==> src/teiq_pkg.sv <==
// Constants for the tone event interrupt queue: register map, fields, resets.
// Assumes a single 200 MHz clock domain and an APB slave with 32-bit data.
// ****************************************
// How it works
// Queue register bit 7 is high while any tone event waits in the queue.
// A completed host read of the queue register removes the oldest entry; the pending flag clears once the queue is empty.
// Pending flag reads low only when the internal event queue is empty.
// Queue register bits six and five always read as zero.
// Queue register sits at offset 0x410 and resets to all zeros.
// Entries give the channel number in bits 4:0, oldest first, one per read.
// ****************************************
package teiq_pkg;
  // Printed offsets step by one per register: they are indices, byte address = 4 * index
  localparam logic [11:0] QUEUE_IDX      = 12'h410;
  localparam logic [11:0] TEST_IDX       = 12'h411;
  localparam logic [11:0] IRQ_STATUS_IDX = 12'h412;
  localparam logic [11:0] IRQ_MASK_IDX   = 12'h413;
  localparam logic [13:0] QUEUE_ADDR      = {QUEUE_IDX, 2'b00};
  localparam logic [13:0] TEST_ADDR       = {TEST_IDX, 2'b00};
  localparam logic [13:0] IRQ_STATUS_ADDR = {IRQ_STATUS_IDX, 2'b00};
  localparam logic [13:0] IRQ_MASK_ADDR   = {IRQ_MASK_IDX, 2'b00};
  // Field positions
  localparam int PEND_BIT     = 7;
  localparam int CHAN_MSB     = 4;
  localparam int TEST_IRQ_BIT = 0;
  localparam int ST_EVENT_BIT = 0;
  localparam int ST_OVF_BIT   = 1;
  // Reset values
  localparam logic [7:0] QUEUE_RST = 8'h00;
  localparam logic [7:0] TEST_RST  = 8'h00;
  localparam logic [1:0] MASK_RST  = 2'h0;
  localparam int CHAN_W = 5;
endpackage

==> src/teiq_top.sv <==
// Tone event interrupt queue with APB register access and one level interrupt.
// Assumes tone detector event pulses arrive on CLK_I; a pending pulse on a
// channel is queued once per cycle, lowest channel first.
module teiq_top
  import teiq_pkg::*;
#(
  parameter int N_CHAN = 32,
  parameter int DEPTH  = 32
) (
  input  wire logic              CLK_I,
  input  wire logic              RST_N_I,
  input  wire logic              PSEL_I,
  input  wire logic              PENABLE_I,
  input  wire logic              PWRITE_I,
  input  wire logic [15:0]       PADDR_I,
  input  wire logic [31:0]       PWDATA_I,
  output logic      [31:0]       PRDATA_O,
  output logic                   PREADY_O,
  output logic                   PSLVERR_O,
  input  wire logic [N_CHAN-1:0] TONE_EVENT_I,
  output logic                   IRQ_O,
  output logic                   TEST_IRQ_O
);
  localparam int PW = $clog2(DEPTH);

  // ****************************************
  // Bus decode
  // ****************************************
  function automatic logic hit(input logic [15:0] a, input logic [13:0] reg_addr);
    hit = (a[15:14] == 2'b00) && (a[13:0] == reg_addr);
  endfunction

  logic acc;
  logic wr;
  logic rd_queue;
  assign acc      = PSEL_I && PENABLE_I;
  assign wr       = acc && PWRITE_I;
  assign rd_queue = acc && !PWRITE_I && hit(PADDR_I, QUEUE_ADDR);
  // Zero wait states: every access completes in its first access cycle
  assign PREADY_O = 1'b1;

  // ****************************************
  // Event capture
  // ****************************************
  // Events latch until they can enter the queue so a burst is not lost
  logic [N_CHAN-1:0]  pend_evt;
  logic [N_CHAN-1:0]  grant;
  logic [CHAN_W-1:0]  grant_idx;
  logic               grant_vld;
  always_comb begin
    grant     = '0;
    grant_idx = '0;
    grant_vld = 1'b0;
    for (int i = N_CHAN - 1; i >= 0; i--) begin
      if (pend_evt[i]) begin
        grant     = '0;
        grant[i]  = 1'b1;
        grant_idx = CHAN_W'(i);
        grant_vld = 1'b1;
      end
    end
  end

  // ****************************************
  // Queue storage
  // ****************************************
  logic [CHAN_W-1:0] mem [DEPTH];
  logic [PW-1:0]     wr_ptr;
  logic [PW-1:0]     rd_ptr;
  logic [PW:0]       count;
  logic              full;
  logic              empty;
  logic              push;
  logic              pop;
  assign full  = (count == (PW+1)'(DEPTH));
  assign empty = (count == '0);
  assign push  = grant_vld && !full;
  assign pop   = rd_queue && !empty;

  // A grant is consumed only when pushed; a full queue holds events back
  always_ff @(posedge CLK_I or negedge RST_N_I) begin
    if (!RST_N_I) begin
      pend_evt <= '0;
    end else begin
      pend_evt <= (pend_evt & ~(push ? grant : '0)) | TONE_EVENT_I;
    end
  end

  // Channel number written in grant order, lowest pending channel first
  always_ff @(posedge CLK_I) begin
    if (push) begin
      mem[wr_ptr] <= grant_idx;
    end
  end

  // Pointer wrap only works for power-of-two depth
  always_ff @(posedge CLK_I or negedge RST_N_I) begin
    if (!RST_N_I) begin
      wr_ptr <= '0;
      rd_ptr <= '0;
      count  <= '0;
    end else begin
      if (push) begin
        wr_ptr <= wr_ptr + 1'b1;
      end
      if (pop) begin
        rd_ptr <= rd_ptr + 1'b1;
      end
      count <= count + (PW+1)'(push) - (PW+1)'(pop);
    end
  end

  // Queue register view: flag high iff queue non-empty, bits 6:5 zero
  logic [7:0] queue_view;
  always_comb begin
    queue_view = QUEUE_RST;
    queue_view[PEND_BIT] = !empty;
    if (!empty) begin
      queue_view[CHAN_MSB:0] = mem[rd_ptr];
    end
    queue_view[6:5] = 2'b00;
  end

  // ****************************************
  // Control, test and interrupt registers
  // ****************************************
  logic [7:0] test_reg;
  logic [1:0] irq_status;
  logic [1:0] irq_mask;
  logic [1:0] irq_set;
  assign irq_set[ST_EVENT_BIT] = push;
  assign irq_set[ST_OVF_BIT]   = grant_vld && full;

  always_ff @(posedge CLK_I or negedge RST_N_I) begin
    if (!RST_N_I) begin
      test_reg <= TEST_RST;
      irq_mask <= MASK_RST;
    end else if (wr) begin
      if (hit(PADDR_I, TEST_ADDR)) begin
        test_reg <= PWDATA_I[7:0];
      end
      if (hit(PADDR_I, IRQ_MASK_ADDR)) begin
        irq_mask <= PWDATA_I[1:0];
      end
    end
  end

  // Write one to clear; a new event in the same cycle wins
  always_ff @(posedge CLK_I or negedge RST_N_I) begin
    if (!RST_N_I) begin
      irq_status <= '0;
    end else begin
      irq_status <= (irq_status & ~((wr && hit(PADDR_I, IRQ_STATUS_ADDR)) ?
                     PWDATA_I[1:0] : 2'b00)) | irq_set;
    end
  end

  // Test bit forces the interrupt line so software can check wiring
  always_ff @(posedge CLK_I or negedge RST_N_I) begin
    if (!RST_N_I) begin
      IRQ_O      <= 1'b0;
      TEST_IRQ_O <= 1'b0;
    end else begin
      IRQ_O      <= |(irq_status & irq_mask) || test_reg[TEST_IRQ_BIT];
      TEST_IRQ_O <= test_reg[TEST_IRQ_BIT];
    end
  end

  // ****************************************
  // Read data
  // ****************************************
  logic [31:0] next_prdata;
  logic        next_slverr;
  always_comb begin
    next_prdata = '0;
    next_slverr = 1'b0;
    if (hit(PADDR_I, QUEUE_ADDR)) begin
      next_prdata[7:0] = queue_view;
    end else if (hit(PADDR_I, TEST_ADDR)) begin
      next_prdata[7:0] = test_reg;
    end else if (hit(PADDR_I, IRQ_STATUS_ADDR)) begin
      next_prdata[1:0] = irq_status;
    end else if (hit(PADDR_I, IRQ_MASK_ADDR)) begin
      next_prdata[1:0] = irq_mask;
    end else begin
      next_slverr = 1'b1;
    end
  end

  // Read data sampled combinationally in the access cycle from the live view
  assign PRDATA_O  = (acc && !PWRITE_I) ? next_prdata : 32'h0000_0000;
  assign PSLVERR_O = acc && next_slverr;
endmodule

==> config.mk <==
export PLATFORM = sky130hd
export DESIGN_NAME = teiq_top
export DESIGN_NICKNAME = d
export VERILOG_FILES = /design/src/teiq_pkg.sv /design/src/teiq_top.sv
export SDC_FILE = /design/constraint.sdc
export NUM_CORES = 1
export LEC_CHECK = 0
export ABC_AREA = 1
export BUFFER_PORTS_ARGS = -buffer_cell sky130_fd_sc_hd__buf_2
export CAP_MARGIN = 20
export CORE_MARGIN = 10
export CORE_UTILIZATION = 61
export CTS_BUF_LIST = sky130_fd_sc_hd__clkbuf_2 sky130_fd_sc_hd__clkbuf_4 sky130_fd_sc_hd__clkbuf_8
export CTS_CLUSTER_DIAMETER = 120
export DETAILED_ROUTE_END_ITERATION = 8
export PLACE_DENSITY = 0.9
export SETUP_SLACK_MARGIN = 0.15
export SLEW_MARGIN = 25
export SYNTH_ARGS = -nofsm -noshare
export SYNTH_HDL_FRONTEND = slang
export SYNTH_SLANG_ARGS = --single-unit
==> constraint.sdc <==
create_clock -name CLK_I -period 3.5 [get_ports CLK_I]
set_clock_uncertainty 0.1 [all_clocks]
set_input_delay 0.35 -clock CLK_I [delete_from_list [all_inputs] [get_ports CLK_I]]
set_output_delay 0.35 -clock CLK_I [all_outputs]
set_load 0.1 [all_outputs]
Word-level counts from Yosys, hierarchy flattened:

Memory sizes are Yosys's and may differ from the RTL's.
Index checks and enable logic that the tools add are counted.

* flip-flop bits (word level): 62
* bits in writable memories: 160
* memories kept: 1
* input bits: 85
* logic and storage cells: 159
* output and inout bits: 36

Memory list
* mem: words 32, width 5, rd ports 1, clocked after memory_dff 0, write ports 1, line teiq_top.sv:67 `logic [CHAN_W-1:0] mem [DEPTH];`

* reductions and logical operators: 22
* bitwise operators: 7
* $add $sub $neg: 4
* equal/unequal tests: 5
* mux-type cells: 111

Operators with widths (count)
* $mux W32: 33
* $mux W5: 33
* $eq A14 B13 Y1 const B: 4
* $mux W1: 38
* $and A32 B32 Y32: 1
* $not A32 Y32: 1
* $or A32 B32 Y32: 1
* $mux W8: 2
* $logic_and A1 B1 Y1: 13
* $add A5 B1 Y5 const B: 2
* $mux W2: 4
* $add A6 B1 Y6: 1
* $eq A6 B6 Y1 const B: 1
* $logic_not A6 Y1: 1
* $mux W6: 1
* $sub A6 B1 Y6: 1
* $and A2 B2 Y2: 2
* $reduce_and A2 Y1: 2
* $logic_not A1 Y1: 3
* $logic_not A2 Y1: 1
* $not A2 Y2: 1
* $or A2 B2 Y2: 1
* $reduce_or A2 Y1: 1
* $logic_or A1 B1 Y1: 1

Depth between registers and ports, before layout:

* depth after elaboration: 37
* depth in mapped cells: 17
* gate-level depth less buffers: 17

Worst setup path after synthesis:

No wires, ideal clock.

* path type: register to output
* from: register rd_ptr[0]
* to: output PRDATA_O[2]
* arrival: 2.871 ns
* stages on the path, launching flop included: 10
* required time: 3.050 ns
* path slack: 0.179 ns
* path buffers: 2
* cell sequence: dfrtp_1 buf_2 inv_2 clkbuf_1 nor2_1 o221ai_1 o211ai_1 nand4_1 nand3_1 a22oi_1

* longest elaborated chain between the ends: 4

Ends and longest elaborated chain
* start: declaration: line teiq_top.sv:69 `logic [PW-1:0] rd_ptr;`
* start signal: assignment: line teiq_top.sv:107 `rd_ptr <= rd_ptr + 1'b1;`
* $mem_v2 Z32 W5
* $mux W5: line teiq_top.sv:118 `if (!empty) begin`
* $mux W8: line teiq_top.sv:177 `if (hit(PADDR_I, QUEUE_ADDR)) begin`
* $mux W8: line teiq_top.sv:191 `assign PRDATA_O = (acc && !PWRITE_I) ? next_prdata : 32'h0000_0000;`
* end: declaration: line teiq_top.sv:17 `output logic [31:0] PRDATA_O,`

No other way between the ends.

Worst setup path in the final report:

* from: register rd_ptr[1]
* to: output PRDATA_O[3]

The elaborated chain is that of the path after synthesis.

==> reports/results.env <==
STATUS='completed'
DRT-TOTAL-WL_MM=29.2
INTERNAL_POWER_mW=4.73
TIGHTESTPINTRANSITION_NS=1.06
CRITPATHMAXFANOUT=25
CELL_VARIETY_AFTER_SYNTH=50
NUM_VIAS=8326
CLOCK.FMAX_MHz=300
VIASPERCELL=6.15
FINALWORSTPATHREQUIREDPERIOD_NS=3.34
NUMPORTBUFFERS=71
DETAILEDPLACE.WORSTSLACK_NS=0.444
MAXSLEWVIOLCOUNT=0
TIMING.CRITICAL_PATH.FROM_TYPE='register'
MAX-SLEW-MARGIN-REL_PCT=29.6
GRT_USAGE_PCT=25.4
SYNTH.FF_LATCH_COUNT=222
SYNTHESIS.AREA_MM2=0.0103
CTS.REPORTEDPATHS.CLKPINSLEW_NS=0.09
PLACE.DETAILED.HPWL_MM=17.0
DOMINANTREGCELLSYNTH='sky130_fd_sc_hd__edfxtp_1'
FINAL_MIN_PERIOD_OVER_CLOCK_PERIOD_PCT=95.3
GRT_PASS1_VIAS=8500
NUMBER_OF_ANTENNA_VIOLATIONS_AT_THE_FIRST_CHECK_IN_GLOBAL_ROUTING=0
FIN_TOTAL_PWR_mW=6.77
FP.DIEAREA_MM2=0.0224
LAYOUT.NETS=1205
CAP_VIOLATIONS=0
WORST_SETUP_PATH_END_KIND='output port'
SYNTH-ASYNC-RESET-RATIO_PCT=27.9
POWER.NET_SWITCHING_mW=2.04
SETUP_VIOL=0
CRITPATHREQUIREDTIME_NS=3.05
RSZ_0062_RAISED_AFTER_GLOBAL_ROUTING='yes'
P_CLK_SHARE_PCT=35.8
CLOCK-SINKS=222
ROOT_BUFFER='sky130_fd_sc_hd__clkbuf_8'
GLOBAL_ROUTE_WIRE_LENGTH_BEFORE_REPAIR_MM=45.0
SYNTH-EDFF-COUNT=160
WORSTSKEWPAIRLATENCY_NS=0.56
FINALHOLDVIOLCOUNT=0
LAYOUT-DRIVE-GT1-SHARE_PCT=17.5
ROUTABILITYCONGESTION=0.979
GRT_MAX_DEGREE=84
CTS_TREE='built'
TOTAL_LEAKAGE_POWER_nW=4.72
LAYOUT.CELLS.MOST_COMMON='sky130_fd_sc_hd__nor2_1'
TIMING.FINAL.WS_SETUP_NS=0.165
SYN2LAYOUT_AREA_GROWTH_PCT=17.5
DRT-PASS1-ITER-COUNT=7
REMAINING_DRCS=0
FLOORPLAN.IO_PINS=121
POST_SYNTH_INST_COUNT=975
SETUP.WORST_PATH.CLASS='reg2out'
POWER.SHARE.COMBINATIONAL_PCT=16.5
DR.FIRST_ITER.DRC_COUNT=1053
NETSWITCHINGFRACTION_PCT=30.1
OVERFLOW=0
TOTAL_NUMBER_OF_H_TREE_LEVELS=2
SYNTH_SEQ_AREA_SHARE_PCT=61.8
FLOORPLAN.DIE.HEIGHT_UM=150
DETAIL_ROUTE.WL_PER_CELL_UM=21.6
POSTCTSSETUPBUFFERS=0
MAX_FFS_PER_REGISTER=160
TRITONCTS.NUM_BUFFERS=36
ROWS=47
COMMONEST_CELLS_AFTER_ROUTING_FILL_AND_TAPS_ASIDE='169 x sky130_fd_sc_hd__nor2_1, 160 x sky130_fd_sc_hd__edfxtp_1, 107 x sky130_fd_sc_hd__nand2_1'
SYN_AVG_CELL_AREA_UM2=10.5
CHIPWIDTH_UM=150
YOSYS_WARNINGS=0
ANTENNA_VIOLATING_NETS_POST_ROUTE=0
CLK_PATH_BUF_DEPTH=3
CRITICAL_PATH_ARRIVAL_NS=2.89
CELLPOWERDENSITY_mW_PER_MM2=560
DESIGN.CORE.AREA_MM2=0.0165
AGGREGATE_NEGATIVE_SETUP_SLACK_NS=0
FLOORPLAN.INITIALDENSITY_PCT=62.2
MAX-VDD-IR-DROP_mV=0.318
SHARE_SEQ_OF_TOTAL_POWER_PCT=47.7
MIN-DELAY-PATH-CLASS='in2reg'
==> repair_timing <==
item,in CTS,in global routing
endpoints found under the hold margin,78,0
setup endpoints to repair,5,6
hold buffers,39,0
resized for setup,3,8
==> power groups by stage <==
stage | Sequential, mW | Combinational (mW) | Clock [mW]
final | 3.23 | 1.12 | 2.42
after global placement | 3.24 | 0.925 | 0
after floorplan | 3.21 | 0.739 | 0
after CTS | 3.21 | 1.04 | 2.40
after global routing | 3.24 | 1.19 | 2.55
after detailed placement | 3.25 | 0.976 | 0
==> through the flow <==
stage | hold slack [ns] | instances | utilization (%) | cell area, um^2
floorplan | -0.0456 | 998 | - | 10400
global placement | 0.333 | 1247 | 65.8 | 10900
detailed placement | 0.339 | 1247 | 65.8 | 10900
CTS | 0.0362 | 1352 | 72.8 | 12000
global route | 0.0701 | 1353 | 73.1 | 12100
finish | 0.0568 | 1354 | 73.1 | 12100
==> cells in the mapped netlist (12+ instances only) <==
library cell | count | area (um^2)
sky130_fd_sc_hd__nor2_1 | 170 | 638
sky130_fd_sc_hd__edfxtp_1 | 160 | 4800
sky130_fd_sc_hd__nand2_1 | 107 | 402
sky130_fd_sc_hd__o21ai_0 | 96 | 480
sky130_fd_sc_hd__inv_1 | 79 | 297
sky130_fd_sc_hd__dfrtp_1 | 62 | 1550
sky130_fd_sc_hd__nand3_1 | 33 | 165
sky130_fd_sc_hd__clkbuf_1 | 27 | 101
sky130_fd_sc_hd__buf_4 | 25 | 188
sky130_fd_sc_hd__nand4_1 | 23 | 144
sky130_fd_sc_hd__o22ai_1 | 22 | 138
sky130_fd_sc_hd__a21oi_1 | 17 | 85.1
sky130_fd_sc_hd__o21bai_1 | 16 | 120
sky130_fd_sc_hd__nor3_1 | 15 | 75.1
sky130_fd_sc_hd__o221ai_1 | 15 | 131
sky130_fd_sc_hd__ha_1 | 14 | 175
sky130_fd_sc_hd__xor2_1 | 12 | 105
==> area by class of cell <==
type	instances	area (um^2)
tap	220	275
fill	1000	4450
inverter	86	328
multi-input combinational	633	3400
antenna	1	2.50
timing repair buffer	126	952
clock inverter	15	130
clock buffer	51	633
sequential	222	6360
==> cells by family after synthesis <==
family,synth area share [%]
simple gates,17.0
flops,61.8
compound gates,11.1
buf+inv,6.34
fa+ha+maj,1.90
xor+xnor,1.02
mux,0.657
other cells,0.0731
==> critical path: stages, from the launching register on <==
cell                       delay, ns
sky130_fd_sc_hd__dfrtp_2        0.51
sky130_fd_sc_hd__inv_1          0.11
sky130_fd_sc_hd__buf_4          0.28
sky130_fd_sc_hd__o21ai_0        0.16
sky130_fd_sc_hd__o221ai_1       0.25
sky130_fd_sc_hd__nand3_1        0.15
sky130_fd_sc_hd__nand4_1        0.16
sky130_fd_sc_hd__nand3_1        0.20
sky130_fd_sc_hd__a22oi_2        0.27
sky130_fd_sc_hd__buf_12         0.22
==> final timing paths <==
| check | startpoint | to | slack, ns | depth (start not counted) |
|---|---|---|---|---|
| worst min register to register | test_reg[5]$_DFFE_PN0P_ | test_reg[5]$_DFFE_PN0P_ | 0.41 | 1 |
| worst max-delay path | rd_ptr[1]$_DFFE_PN0P_ | PRDATA_O[3] | 0.16 | 9 |
| worst min-delay path | PWDATA_I[1] | test_reg[1]$_DFFE_PN0P_ | 0.06 | 3 |
| min in group asynchronous | RST_N_I | test_reg[1]$_DFFE_PN0P_ | 0.20 | 2 |
| max in group asynchronous | RST_N_I | pend_evt[29]$_DFF_PN0_ | 2.18 | 4 |
| worst max register to register | pend_evt[18]$_DFF_PN0_ | count[5]$_DFF_PN0_ | 0.38 | 14 |
==> per-layer routing <==
layer,routed length [um],share of wire (%),GRT usage [%]
met1,9610,33,29.0
met2,14800,51,44.0
met3,3040,10,4.98
met4,1800,6.1,14.4
met5,0,0,0
Power figures use the tool's default switching activity.
